File: config.mk
export PLATFORM = sky130hd
export DESIGN_NAME = fbh_host
export DESIGN_NICKNAME = d
export VERILOG_FILES = /design/src/hdl/fbh_pkg.sv /design/src/hdl/fbh_bus_cycle.sv /design/src/hdl/fbh_host.sv
export SDC_FILE = /design/constraint.sdc
export NUM_CORES = 1
export LEC_CHECK = 0
export ABC_AREA = 1
export BUFFER_PORTS_ARGS = -buffer_cell sky130_fd_sc_hd__buf_2
export CAP_MARGIN = 20
export CORE_ASPECT_RATIO = 0.75
export CORE_MARGIN = 5
export CORE_UTILIZATION = 45
export CTS_BUF_LIST = sky130_fd_sc_hd__clkbuf_2 sky130_fd_sc_hd__clkbuf_4 sky130_fd_sc_hd__clkbuf_8
export CTS_CLUSTER_DIAMETER = 100
export DETAILED_ROUTE_END_ITERATION = 16
export PLACE_DENSITY_LB_ADDON = 0.08
export SLEW_MARGIN = 20
export SYNTH_ARGS = -nofsm -noshare
export SYNTH_HDL_FRONTEND = slang
export SYNTH_SLANG_ARGS = --single-unit
File: constraint.sdc
create_clock -name core_clk -period 8.18 [get_ports core_clk]
set_input_delay 1.636 -clock core_clk [delete_from_list [all_inputs] [get_ports core_clk]]
set_output_delay 1.636 -clock core_clk [all_outputs]
set_load 0.02 [all_outputs]
File: src/hdl/fbh_pkg.sv
// Package for the flash bank command host: register map, command codes,
// flash cycle timing and state encodings.
// Assumes a 200 MHz core clock and an x16 parallel flash with byte mode.
package fbh_pkg;
   // ****************************************
   // Clock and flash bus timing
   // ****************************************
   localparam int CLK_PERIOD_PS = 5000;
   localparam int T_SETUP_NS = 10;   // Address and select before strobe
   localparam int T_WPULSE_NS = 35;  // Write strobe low time
   localparam int T_RPULSE_NS = 70;  // Read access with strobe low
   localparam int T_RECOV_NS = 20;   // Strobe high before next cycle
   // Least times round up to whole cycles
   localparam int SETUP_CYC = (T_SETUP_NS * 1000 + CLK_PERIOD_PS - 1) / CLK_PERIOD_PS;
   localparam int WPULSE_CYC = (T_WPULSE_NS * 1000 + CLK_PERIOD_PS - 1) / CLK_PERIOD_PS;
   localparam int RPULSE_CYC = (T_RPULSE_NS * 1000 + CLK_PERIOD_PS - 1) / CLK_PERIOD_PS;
   localparam int RECOV_CYC = (T_RECOV_NS * 1000 + CLK_PERIOD_PS - 1) / CLK_PERIOD_PS;
   localparam int CNT_W = 5;

   // ****************************************
   // Flash command set
   // ****************************************
   localparam int FA_W = 22;
   localparam logic [FA_W-1:0] UNLOCK1_ADDR = 22'h000555;
   localparam logic [FA_W-1:0] UNLOCK2_ADDR = 22'h0002aa;
   localparam logic [FA_W-1:0] QUERY_ADDR = 22'h000055;
   localparam logic [15:0] UNLOCK1_DATA = 16'h00aa;
   localparam logic [15:0] UNLOCK2_DATA = 16'h0055;
   localparam logic [15:0] AUTOSEL_CMD = 16'h0090;
   localparam logic [15:0] QUERY_CMD = 16'h0098;
   localparam logic [15:0] RESET_CMD = 16'h00f0;
   localparam int TIMEOUT_BIT = 5;

   // ****************************************
   // Software register map (word index on the Avalon port)
   // ****************************************
   localparam logic [2:0] REG_CTRL = 3'h0;
   localparam logic [2:0] REG_ADDR = 3'h1;
   localparam logic [2:0] REG_WDATA = 3'h2;
   localparam logic [2:0] REG_RDATA = 3'h3;
   localparam logic [2:0] REG_STATUS = 3'h4;
   // CTRL fields
   localparam int CTRL_OP_LSB = 0;
   localparam int CTRL_GO_BIT = 3;
   localparam int CTRL_BYTE_BIT = 8;
   localparam int CTRL_SUSP_BIT = 9;
   localparam int CTRL_HWRST_BIT = 10;
   // STATUS fields
   localparam int ST_BUSY_BIT = 0;
   localparam int ST_MODE_LSB = 1;
   localparam int ST_REFUSED_BIT = 4;
   localparam int ST_TMO_BIT = 5;
   localparam int ST_READY_BIT = 6;

   typedef enum logic [2:0] {
      OP_RESET = 3'h0,
      OP_AUTOSEL = 3'h1,
      OP_QUERY = 3'h2,
      OP_READ = 3'h3,
      OP_WRITE = 3'h4,
      OP_POLL = 3'h5
   } fbh_op_e;

   // Expected mode of the addressed bank
   typedef enum logic [1:0] {
      MD_READ = 2'h0,
      MD_SUSP_READ = 2'h1,
      MD_AUTOSEL = 2'h2,
      MD_QUERY = 2'h3
   } fbh_mode_e;

   // Gray coded along idle, issue, wait, next
   typedef enum logic [1:0] {
      SQ_IDLE = 2'b00,
      SQ_ISSUE = 2'b01,
      SQ_WAIT = 2'b11,
      SQ_NEXT = 2'b10
   } fbh_seq_e;

   // Gray coded along idle, setup, pulse, recover
   typedef enum logic [1:0] {
      CY_IDLE = 2'b00,
      CY_SETUP = 2'b01,
      CY_PULSE = 2'b11,
      CY_RECOV = 2'b10
   } fbh_cyc_e;
endpackage

File: src/hdl/fbh_bus_cycle.sv
// One asynchronous flash bus cycle, read or write, on the flash pins.
// Assumes the flash data bus is sampled across domains: it passes two
// flip-flops before the captured read value is taken.
`timescale 1ns/10ps
module fbh_bus_cycle (
   input wire logic core_clk,
   input wire logic rst,
   input wire logic start,
   input wire logic is_read,
   input wire logic [fbh_pkg::FA_W-1:0] addr,
   input wire logic [15:0] wdata,
   output logic done,
   output logic [15:0] rdata,
   output logic [fbh_pkg::FA_W-1:0] flash_addr,
   output logic [15:0] flash_dq_o,
   output logic flash_dq_oe,
   input wire logic [15:0] flash_dq_i,
   output logic flash_ce_n,
   output logic flash_oe_n,
   output logic flash_we_n
);
   import fbh_pkg::*;

   fbh_cyc_e st_q, st_d;
   logic [CNT_W-1:0] cnt_q, cnt_d;
   logic rd_q, rd_d;
   logic [FA_W-1:0] addr_q, addr_d;
   logic [15:0] wd_q, wd_d, rdata_q, rdata_d;
   logic [15:0] dq_s1_q, dq_s2_q;

   // ****************************************
   // Cycle sequencer
   // ****************************************
   // Next state of the cycle; strobe timing counts down per phase
   always_comb begin
      st_d = st_q;
      cnt_d = cnt_q;
      rd_d = rd_q;
      addr_d = addr_q;
      wd_d = wd_q;
      rdata_d = rdata_q;
      done = 1'b0;
      case (st_q)
         CY_IDLE: begin
            if (start) begin
               st_d = CY_SETUP;
               cnt_d = CNT_W'(SETUP_CYC);
               rd_d = is_read;
               addr_d = addr;
               wd_d = wdata;
            end
         end
         CY_SETUP: begin
            if (cnt_q <= CNT_W'(1)) begin
               st_d = CY_PULSE;
               cnt_d = rd_q ? CNT_W'(RPULSE_CYC) : CNT_W'(WPULSE_CYC);
            end else begin
               cnt_d = cnt_q - CNT_W'(1);
            end
         end
         CY_PULSE: begin
            if (cnt_q <= CNT_W'(1)) begin
               st_d = CY_RECOV;
               cnt_d = CNT_W'(RECOV_CYC);
               // Access time covers the two synchroniser stages
               if (rd_q) begin
                  rdata_d = dq_s2_q;
               end
            end else begin
               cnt_d = cnt_q - CNT_W'(1);
            end
         end
         CY_RECOV: begin
            if (cnt_q <= CNT_W'(1)) begin
               st_d = CY_IDLE;
               done = 1'b1;
            end else begin
               cnt_d = cnt_q - CNT_W'(1);
            end
         end
         default: st_d = CY_IDLE;
      endcase
   end

   // Registers of the cycle and the data bus synchroniser
   always_ff @(posedge core_clk or posedge rst) begin
      if (rst) begin
         st_q <= CY_IDLE;
         cnt_q <= '0;
         rd_q <= 1'b0;
         addr_q <= '0;
         wd_q <= '0;
         rdata_q <= '0;
         dq_s1_q <= '0;
         dq_s2_q <= '0;
      end else begin
         st_q <= st_d;
         cnt_q <= cnt_d;
         rd_q <= rd_d;
         addr_q <= addr_d;
         wd_q <= wd_d;
         rdata_q <= rdata_d;
         dq_s1_q <= flash_dq_i;
         dq_s2_q <= dq_s1_q;
      end
   end

   // ****************************************
   // Pin drive
   // ****************************************
   // Chip select spans the cycle; the strobe only the pulse phase.
   // Data is driven from setup through recovery so that it stands well
   // around the rising write strobe where the flash latches it.
   assign flash_addr = addr_q;
   assign flash_dq_o = wd_q;
   assign flash_dq_oe = (st_q != CY_IDLE) && !rd_q;
   assign flash_ce_n = (st_q == CY_IDLE);
   assign flash_we_n = !((st_q == CY_PULSE) && !rd_q);
   assign flash_oe_n = !((st_q == CY_PULSE) && rd_q);
   assign rdata = rdata_q;

   // write data held at strobe rise
   wdata_at_latch_a: assert property (@(posedge core_clk) disable iff (rst)
      $rose(flash_we_n) |-> flash_dq_oe && !flash_ce_n && $stable(flash_dq_o))
      else $error("write data not held as write strobe rises");

   strobe_exclusive_a: assert property (@(posedge core_clk) disable iff (rst)
      !(!flash_we_n && !flash_oe_n) && (flash_we_n || flash_dq_oe))
      else $error("read and write strobes overlap");
endmodule

File: src/hdl/fbh_host.sv
// Flash bank command host: Avalon-MM orders become flash read and command cycles.
// Assumes flash pins wired straight to the device, an asynchronous ready pin and
// software flagging a bank that is erase-suspended.
// What this block does
// - Host writes command cycles in order; OP_WRITE issues any software address and data.
// - Leave autoselect by reset, back to prior mode.
// - On timeout flag, host writes reset.
// - Autoselect is two unlocks plus bank command.
// - Protection read needs bank and sector address.
// - Query entry is 98h at 55h when ready.
//
// The placing of the registers and register access over Avalon-MM were chosen for this implementation.
`timescale 1ns/10ps
module fbh_host (
   input wire logic core_clk,
   input wire logic rst,
   input wire logic [2:0] avs_address,
   input wire logic avs_read,
   input wire logic avs_write,
   input wire logic [31:0] avs_writedata,
   output logic [31:0] avs_readdata,
   output logic avs_waitrequest,
   output logic [fbh_pkg::FA_W-1:0] flash_addr,
   output logic [15:0] flash_dq_o,
   output logic flash_dq_oe,
   input wire logic [15:0] flash_dq_i,
   output logic flash_ce_n,
   output logic flash_oe_n,
   output logic flash_we_n,
   output logic flash_byte_n,
   output logic flash_reset_n,
   input wire logic flash_ready
);
   import fbh_pkg::*;
   // ****************************************
   // State
   // ****************************************
   fbh_seq_e sq_q, sq_d;
   fbh_op_e op_q, op_d;
   fbh_mode_e mode_q, mode_d;
   logic [1:0] step_q, step_d;
   logic [FA_W-1:0] addr_q, addr_d, cyc_addr, cyc_addr_word;
   logic [15:0] wdata_q, wdata_d, rdata_q, rdata_d, cyc_wdata, cyc_rdata;
   logic byte_q, byte_d, susp_q, susp_d, hwrst_q, hwrst_d;
   logic refused_q, refused_d, tmo_q, tmo_d, rd_pend_q, rd_pend_d, rdy_s1_q, rdy_s2_q;
   logic [31:0] rdbus_q, rdbus_d, status_word;
   logic cyc_start, cyc_done, cyc_read, cyc_last, wr_take, go_take;
   // ****************************************
   // Command step table
   // ****************************************
   // Address, data and direction of each bus cycle of the current order
   always_comb begin
      cyc_read = 1'b0;
      cyc_last = 1'b1;
      cyc_addr_word = addr_q;
      cyc_wdata = wdata_q;
      case (op_q)
         OP_RESET: begin
            cyc_addr_word = '0;
            cyc_wdata = RESET_CMD;
         end
         OP_AUTOSEL: begin
            cyc_last = (step_q == 2'h2);
            case (step_q)
               2'h0: begin
                  cyc_addr_word = UNLOCK1_ADDR;
                  cyc_wdata = UNLOCK1_DATA;
               end
               2'h1: begin
                  cyc_addr_word = UNLOCK2_ADDR;
                  cyc_wdata = UNLOCK2_DATA;
               end
               // bank and sector bits ride on the address
               default: begin
                  cyc_addr_word = addr_q | UNLOCK1_ADDR;
                  cyc_wdata = AUTOSEL_CMD;
               end
            endcase
         end
         OP_QUERY: begin
            cyc_addr_word = QUERY_ADDR;
            cyc_wdata = QUERY_CMD;
         end
         OP_READ, OP_POLL: cyc_read = 1'b1;
         default: ;
      endcase
   end
   assign cyc_addr = byte_q ? {cyc_addr_word[FA_W-2:0], 1'b0} : cyc_addr_word;
   // ****************************************
   // Avalon slave
   // ****************************************
   // Reads take one wait state so read data comes from a register;
   // a new order stalls while one is in progress.
   assign go_take = avs_write && (avs_address == REG_CTRL) && avs_writedata[CTRL_GO_BIT];
   assign avs_waitrequest = (avs_read && !rd_pend_q) || (go_take && (sq_q != SQ_IDLE));
   assign wr_take = avs_write && !avs_waitrequest;
   assign avs_readdata = rdbus_q;
   // Bit 3 is spare so the sticky flags sit at their mapped positions
   assign status_word = {25'h0, rdy_s2_q, tmo_q, refused_q, 1'b0, mode_q, sq_q != SQ_IDLE};
   // ****************************************
   // Sequencer and registers, next values
   // ****************************************
   always_comb begin
      sq_d = sq_q;
      op_d = op_q;
      mode_d = mode_q;
      step_d = step_q;
      addr_d = addr_q;
      wdata_d = wdata_q;
      rdata_d = rdata_q;
      byte_d = byte_q;
      susp_d = susp_q;
      hwrst_d = hwrst_q;
      refused_d = refused_q;
      tmo_d = tmo_q;
      rd_pend_d = avs_read && !rd_pend_q;
      rdbus_d = rdbus_q;
      cyc_start = 1'b0;
      if (avs_read && !rd_pend_q) begin
         case (avs_address)
            REG_CTRL: rdbus_d = {21'h0, hwrst_q, susp_q, byte_q, 5'h0, op_q};
            REG_ADDR: rdbus_d = {{(32-FA_W){1'b0}}, addr_q};
            REG_WDATA: rdbus_d = {16'h0, wdata_q};
            REG_RDATA: rdbus_d = {16'h0, rdata_q};
            REG_STATUS: rdbus_d = status_word;
            default: rdbus_d = '0;
         endcase
      end
      // Software clears sticky flags by writing one; a new event wins below
      if (wr_take) begin
         case (avs_address)
            REG_ADDR: addr_d = avs_writedata[FA_W-1:0];
            REG_WDATA: wdata_d = avs_writedata[15:0];
            REG_STATUS: begin
               if (avs_writedata[ST_REFUSED_BIT]) refused_d = 1'b0;
               if (avs_writedata[ST_TMO_BIT]) tmo_d = 1'b0;
            end
            default: ;
         endcase
      end
      case (sq_q)
         SQ_IDLE: begin
            if (wr_take && (avs_address == REG_CTRL)) begin
               byte_d = avs_writedata[CTRL_BYTE_BIT];
               susp_d = avs_writedata[CTRL_SUSP_BIT];
               hwrst_d = avs_writedata[CTRL_HWRST_BIT];
               if (avs_writedata[CTRL_GO_BIT]) begin
                  op_d = fbh_op_e'(avs_writedata[CTRL_OP_LSB +: 3]);
                  step_d = '0;
                  // no mode entry while the device is busy
                  if (((op_d == OP_AUTOSEL) || (op_d == OP_QUERY)) && !rdy_s2_q) begin
                     refused_d = 1'b1;
                  end else begin
                     sq_d = SQ_ISSUE;
                  end
               end
               // A hardware reset puts every bank back in read mode
               if (avs_writedata[CTRL_HWRST_BIT]) mode_d = MD_READ;
            end
         end
         SQ_ISSUE: begin
            cyc_start = 1'b1;
            sq_d = SQ_WAIT;
         end
         SQ_WAIT: begin
            if (cyc_done) begin
               sq_d = SQ_NEXT;
               if (cyc_read) rdata_d = cyc_rdata;
            end
         end
         SQ_NEXT: begin
            sq_d = SQ_IDLE;
            // timeout flag answered with a reset
            if ((op_q == OP_POLL) && rdata_q[TIMEOUT_BIT]) begin
               tmo_d = 1'b1;
               op_d = OP_RESET;
               sq_d = SQ_ISSUE;
            end else if (!cyc_last) begin
               step_d = step_q + 2'h1;
               sq_d = SQ_ISSUE;
            end else begin
               case (op_q)
                  // reset returns to the prior read mode
                  OP_RESET: mode_d = susp_q ? MD_SUSP_READ : MD_READ;
                  OP_AUTOSEL: mode_d = MD_AUTOSEL;
                  OP_QUERY: mode_d = MD_QUERY;
                  default: ;
               endcase
            end
         end
         default: sq_d = SQ_IDLE;
      endcase
   end
   // Register stage; ready pin passes a two flip-flop synchroniser
   always_ff @(posedge core_clk or posedge rst) begin
      if (rst) begin
         sq_q <= SQ_IDLE;
         op_q <= OP_RESET;
         mode_q <= MD_READ;
         step_q <= '0;
         addr_q <= '0;
         wdata_q <= '0;
         rdata_q <= '0;
         byte_q <= 1'b0;
         susp_q <= 1'b0;
         hwrst_q <= 1'b0;
         refused_q <= 1'b0;
         tmo_q <= 1'b0;
         rd_pend_q <= 1'b0;
         rdbus_q <= '0;
         rdy_s1_q <= 1'b0;
         rdy_s2_q <= 1'b0;
      end else begin
         sq_q <= sq_d;
         op_q <= op_d;
         mode_q <= mode_d;
         step_q <= step_d;
         addr_q <= addr_d;
         wdata_q <= wdata_d;
         rdata_q <= rdata_d;
         byte_q <= byte_d;
         susp_q <= susp_d;
         hwrst_q <= hwrst_d;
         refused_q <= refused_d;
         tmo_q <= tmo_d;
         rd_pend_q <= rd_pend_d;
         rdbus_q <= rdbus_d;
         rdy_s1_q <= flash_ready;
         rdy_s2_q <= rdy_s1_q;
      end
   end
   // Byte mode and hardware reset pins follow the control register
   assign flash_byte_n = !byte_q;
   assign flash_reset_n = !hwrst_q;
   // ****************************************
   // Pin cycle engine
   // ****************************************
   fbh_bus_cycle u_cycle (
      .core_clk(core_clk),
      .rst(rst),
      .start(cyc_start),
      .is_read(cyc_read),
      .addr(cyc_addr),
      .wdata(cyc_wdata),
      .done(cyc_done),
      .rdata(cyc_rdata),
      .flash_addr(flash_addr),
      .flash_dq_o(flash_dq_o),
      .flash_dq_oe(flash_dq_oe),
      .flash_dq_i(flash_dq_i),
      .flash_ce_n(flash_ce_n),
      .flash_oe_n(flash_oe_n),
      .flash_we_n(flash_we_n)
   );
   // ****************************************
   // Checks
   // ****************************************
   autosel_third_a: assert property (@(posedge core_clk) disable iff (rst)
      (cyc_start && op_q == OP_AUTOSEL && step_q == 2'h2) |-> cyc_wdata == AUTOSEL_CMD && cyc_last)
      else $error("autoselect command not on third cycle");
   query_entry_a: assert property (@(posedge core_clk) disable iff (rst)
      (cyc_start && op_q == OP_QUERY) |->
      cyc_wdata == QUERY_CMD && cyc_addr == (byte_q ? {QUERY_ADDR[FA_W-2:0], 1'b0} : QUERY_ADDR))
      else $error("query entry cycle wrong");
   busy_refuse_a: assert property (@(posedge core_clk) disable iff (rst)
      (sq_q == SQ_IDLE && wr_take && go_take && !rdy_s2_q
       && (avs_writedata[2:0] == OP_AUTOSEL || avs_writedata[2:0] == OP_QUERY)) |=> sq_q == SQ_IDLE && refused_q)
      else $error("mode entry not refused while busy");
   reset_mode_a: assert property (@(posedge core_clk) disable iff (rst)
      (sq_q == SQ_NEXT && op_q == OP_RESET && cyc_last) |=> mode_q == (susp_q ? MD_SUSP_READ : MD_READ))
      else $error("reset did not restore read mode");
   timeout_reset_a: assert property (@(posedge core_clk) disable iff (rst)
      (sq_q == SQ_NEXT && op_q == OP_POLL && rdata_q[TIMEOUT_BIT])
      |=> sq_q == SQ_ISSUE && op_q == OP_RESET ##1 cyc_wdata == RESET_CMD)
      else $error("timeout flag not answered by reset");
   sticky_set_a: assert property (@(posedge core_clk) disable iff (rst)
      $rose(tmo_q) |-> $past(sq_q) == SQ_NEXT)
      else $error("timeout flag set without a poll");
endmodule

### Yosys cells after proc, flatten, opt, wreduce, memory -nomap -nowiden

Cells that the tools add are included.

| operators by class | value |
|---|---|
| $lt $le $gt $ge | 1 |
| $add $sub $neg | 2 |
| equal/unequal tests | 33 |
| reduce and logical (&&, ||, !) cells | 42 |
| multiplexer cells | 57 |

Operator list:

| kind | count |
|---|---|
| $pmux W22 S5 | 1 |
| $pmux W22 S3 | 1 |
| $pmux W16 S3 | 1 |
| $pmux W22 S2 | 1 |
| $mux W2 | 16 |
| $mux W22 | 1 |
| $mux W1 | 20 |
| $mux W5 | 4 |
| $ne A2 B2 Y1 const B | 10 |
| $pmux W5 S4 | 1 |
| $pmux W2 S4 | 2 |
| $pmux W8 S2 | 1 |
| $eq A3 B2 Y1 const B | 5 |
| $reduce_and A4 Y1 | 3 |
| $logic_and A1 B1 Y1 | 11 |
| $eq A2 B2 Y1 const B | 5 |
| $reduce_and A2 Y1 | 5 |
| $eq A3 B1 Y1 const B | 3 |
| $mux W3 | 3 |
| $logic_not A1 Y1 | 8 |
| $ne A2 B1 Y1 const B | 4 |
| $pmux W2 S2 | 2 |
| $eq A2 B1 Y1 const B | 3 |
| $eq A3 B3 Y1 const B | 2 |
| other kinds (15) | 22 |

| word-level totals | value |
|---|---|
| input port bits | 56 |
| word-level logic and storage cells | 159 |
| output and inout port bits | 77 |
| register bits | 197 |

### Logic depth before layout (Yosys ltp)

| depth | value |
|---|---|
| depth after elaboration | 12 |
| gate-level depth with buffers | 10 |
| gate-level depth less buffers | 10 |

### By module

Synthesis repeated with hierarchy kept, for this count alone.

| unflattened totals | value |
|---|---|
| cell total of the unflattened synthesis | 930 |
| area, all modules | 8486.9 um^2 |

Modules (own cells, without submodules):

| module | instances | cells each | sequential area each (um^2) | area an instance (um^2) |
|---|---|---|---|---|
| fbh_host | 1 | 663 | 2327.2 | 4892.2 |
| fbh_bus_cycle | 1 | 267 | 2352.3 | 3594.7 |

### Worst setup path before layout

No wires, ideal clock.

| path | value |
|---|---|
| path type | input to output |
| from | in avs_address[1] |
| to | out avs_waitrequest |
| data arrival time | 2.472 ns |
| data required time | 6.544 ns |
| path buffers | 1 |
| stages | 6 |
| path slack | 4.072 ns |
| cell sequence | inv_1 nand2_1 nor2_4 a31oi_4 buf_2 inv_1 |

| on the way | value |
|---|---|
| cells in the longest elaborated chain, start to end | 5 |

RTL lines:

| what | RTL line | text |
|---|---|---|
| from (decl) | fbh_host.sv:17 | `input wire logic [2:0] avs_address,` |
| $logic_not A3 Y1 | fbh_host.sv:94 | `assign go_take = avs_write && (avs_address == REG_CTRL) && avs_writedata[CTRL_GO_BIT];` |
| $logic_and A1 B1 Y1 (2 in a row) | fbh_host.sv:94 |  |
| $logic_and A1 B1 Y1 | fbh_host.sv:95 | `assign avs_waitrequest = (avs_read && !rd_pend_q) \|\| (go_take && (sq_q != SQ_IDLE));` |
| $logic_or A1 B1 Y1 | fbh_host.sv:95 |  |
| to (decl) | fbh_host.sv:22 | `output logic avs_waitrequest,` |

Every way passes these cells.

### Worst setup path after layout

| path | value |
|---|---|
| from | in avs_write |
| to | out avs_waitrequest |

| on the way | value |
|---|---|
| cells in the longest elaborated chain, start to end | 4 |

RTL lines:

| what | RTL line | text |
|---|---|---|
| from (decl) | fbh_host.sv:19 | `input wire logic avs_write,` |
| $logic_and A1 B1 Y1 (2 in a row) | fbh_host.sv:94 |  |
| $logic_and A1 B1 Y1 | fbh_host.sv:95 |  |
| $logic_or A1 B1 Y1 | fbh_host.sv:95 |  |

Every way passes these cells.

==> summary.txt <==
Status
  • Outcome: complete, no violations

STA
  • Final setup skew: 0.01631 ns
  • Worst slew pin tran: 0.9690 ns
  • Final min period: 4.713 ns
  • Setup TNS: 0 ns
  • FMAX: 212.2 MHz
  • Fin crit share: 57.62%
  • Finish-stage setup viols: 0
  • Rel. slew slack: 35.22%
  • Max Slew Vio Count: 0
  • Final Hold Vio Count: 0
  • RSZ-0062 raised after global routing: false
  • Setup WS post-layout: 3.467 ns

Detailed routing
  • 1st-iter DRT viols: between 500 and 600
  • Number of iterations in the first detailed-routing pass: 5
  • Met3 wire length: roughly 1.6 mm
  • Wire length per cell: 16.35 um
  • M1 WL: 10.38 mm
  • Met2 WL: 8.966 mm
  • Via density: 5.092
  • DR vias: 6619
  • Final wirelength: around 21 mm
  • Top sig layer: met5
  • Drt drc: 0
  • Final ANT Viol Nets: 0

Worst setup path
  • Worst reg2reg endpoint: u_cycle.flash_addr[11]
  • Worst Path Required: 6.54 ns
  • CP endpoint: avs_waitrequest
  • Worst setup EP type: output port
  • Startpoint Class: input port
  • Max stage delay cell, worst path: buf_4
  • Slowest stage delay, CP: 0.43 ns
  • WS Path Type: input port to output port
  • Worst path arrival time: 3.08 ns
  • Reg-to-reg critical path startpoint: u_cycle.st_q[1]
  • Crit path cell chain: buf_2 -> buf_4 -> nand2_1 -> inv_1 -> a31oi_4 -> buf_4 -> inv_1 -> buf_2
  • Internal reg-to-reg setup slack: 5.29 ns
  • Worst Setup SP: avs_write
  • Cells on worst reg2reg path: 7
  • Worst-path fanout max: 45

Global routing
  • Global route overflow: 0
  • Pin count of the biggest net entering global routing: around 110
  • Gr usage total: 20.22%
  • Global-route wire length before repair: 33.93 mm
  • Vias in the first global route: between 6000 and 7000
  • Initial antenna violation count: 2

Synthesis
  • Seq/Total Area, Yosys: a little under three fifths
  • Top cell type by total area after synthesis: dfrtp_1
  • Synth Warn #: 0
  • Post-synth top cells: nand2_1 (337), dfrtp_1 (187), inv_1 (66), nand3_1 (66), nor2_1 (51)
  • Post-synth EDFFs: 0
  • Ys flop type: dfrtp_1
  • Mapped Cells: 952
  • Syn Area/Cell: 8.620 um^2
  • Cell area after synthesis: about 8000 um^2
  • Async S/R FF share, synth: 100.0%
  • Top cell type's share of synthesized area: ~57%
  • Most numerous cell in the Yosys netlist: nand2_1
  • Distinct cells, synth: 37
  • Register bit total from synthesis: 187
  • Largest cells by area after synthesis: dfrtp_1 (57%), nand2_1 (15%), nand3_1 (4.0%)

Floorplanning
  • Initial core utilization: 46.20%
  • Num rows: 42
  • Core area: 17760 um^2
  • Die ar.: 21070 um^2
  • Num ports: 133
  • Chip width: 165.9 um
  • Die Ht: 127.0 um

Min path
  • Worst hold-check path type: flip-flop to flip-flop
  • Hold_sp: u_cycle.dq_s1_q[15]

Cells and area
  • Nets@finish: 1108
  • Area Growth Syn to Fin: 13.49%
  • Post-Layout Inst Area: around 9300 um^2
  • Number of diodes: 0
  • Final Non-Filler Cells: 1300
  • Share of cells above drive strength 1: 16.73%

CTS
  • Maximum root-to-sink buffer count: 2
  • CTS Sinks: 187
  • Clock Pin Slew Worst Setup and Hold Paths: about 0.10 ns
  • Post-CTS setup buffer count: 0
  • Root buffer cell: clkbuf_8
  • CTS tree: yes
  • CTS buffer count: 17
  • Post-CTS Hold Buffers: 0
  • Clock Latency Late Sink: 0.47 ns
  • H-tree Lvls: 4
  • # resized after CTS: 0

Power
  • Internal power: 1696 uW
  • Comb pwr share: 32.7%
  • Pwr per Cell Area: between 300 and 400 nW/um^2
  • Switching Power: 1175 uW
  • Sequential power share: approximately 45%
  • Worst vdd rail ir drop: 135.9 uV
  • Pwr Total: about 2900 uW
  • Switch share: 40.92%
  • Clock network power share: approximately 23%
  • Leak: 0.004801 uW

Placed design
  • Pre-CTS WS: 3.499 ns
  • Final Wtd Congestion: 0.9409
  • Post-DP HPWL: 14.85 mm
  • Placed Cells: 1269
  • DP Area: 8891 um^2
  • # port buffers: 112

Job
  • Max cap viols: 0
worst min-delay path by stage:
stage,cells after the start,endpoint
floorplan,0,rdy_s2_q
global placement,0,u_cycle.dq_s2_q[12]
detailed placement,0,u_cycle.dq_s2_q[12]
CTS,0,u_cycle.dq_s2_q[12]
global route,0,u_cycle.dq_s2_q[4]
finish,0,u_cycle.dq_s2_q[15]
state kept, by name (all words and copies together) (netlist names):
| signal | count |
|---|---|
| u_cycle.st_q | 2 |
| refused_q | 1 |
| u_cycle.rdata | 16 |
| addr_q | 22 |
| rdy_s1_q | 1 |
| rdata_q | 16 |
| rd_pend_q | 1 |
| rdy_s2_q | 1 |
| hwrst_q | 1 |
| tmo_q | 1 |
| wdata_q | 16 |
| avs_readdata | 22 |
| u_cycle.dq_s1_q | 16 |
| sq_q | 2 |
| step_q | 2 |
| u_cycle.dq_s2_q | 16 |
| u_cycle.cnt_q | 5 |
| u_cycle.flash_addr | 22 |
| op_q | 3 |
| byte_q | 1 |
| u_cycle.flash_dq_o | 16 |
| u_cycle.rd_q | 1 |
| mode_q | 2 |
| susp_q | 1 |
layout make-up:
| type | count | area, um^2 |
|---|---|---|
| Timing Repair Buffer | 119 | 616.8 |
| Multi-Input combinational cell | 647 | 3010 |
| Fill cell | 1741 | 8448 |
| Inverter | 74 | 285.3 |
| Clock inverter | 13 | 177.7 |
| Sequential cell | 187 | 4679 |
| Clock buffer | 18 | 241.5 |
| Tap cell | 242 | 302.8 |
metal layers:
metal	track usage, %	vias up
li1	-	3256
met1	30.06	3108
met2	28.98	223
met3	5.692	28
met4	5.820	4
met5	0	-
cell usage in the layout (no fill, tap or decap), types with 10 or more instances in the layout:
cell,synthesis,routed
a21oi_1,35,35
buf_2,25,112
clkbuf_8,0,17
conb_1,1,10
dfrtp_1,187,187
inv_1,66,65
nand2_1,337,337
nand3_1,66,66
nand4_1,49,49
nor2_1,51,51
o21ai_0,36,36
o21ai_1,19,19
cell families (layout without fill, tap and decap cells):
group,Yosys count,in the layout,synth area share (%)
flip-flops,187,187,57.02
XOR/XNOR,1,1,0.1067
AND/OR/NAND/NOR,521,521,27.64
other,1,10,0.04569
AO/OA/AOI/OAI,109,109,7.486
adder cells (fa/ha/maj),6,6,0.9147
buffers and inverters,127,224,6.785
critical path: cells and delay by family:
| kind | cells | cell delay, ns |
|---|---|---|
| compound gates | 1 | 0.17 |
| simple gates | 1 | 0.11 |
| buf+inv | 6 | 1.12 |
through the flow:
stage,hold WS [ns],utilization [%]
4_1_cts,0.3587,52.42
2_1_floorplan,0.3312,-
5_1_grt,0.3662,52.44
3_5_place_dp,0.3347,50.06
6_report,0.3556,52.44
3_3_place_gp,0.3332,50.06
power groups by stage:
| stage | sequential [uW] | combinational (uW) | clock, uW |
|---|---|---|---|
| finish | 1280 | 940 | 650 |
| global route | 1310 | 1060 | 708 |
| CTS | 1280 | 945 | 669 |
| detailed placement | 1300 | 943 | 0 |
| global placement | 1300 | 934 | 0 |
| floorplan | 1360 | 586 | 0 |
(Power assumes the default switching activity.)
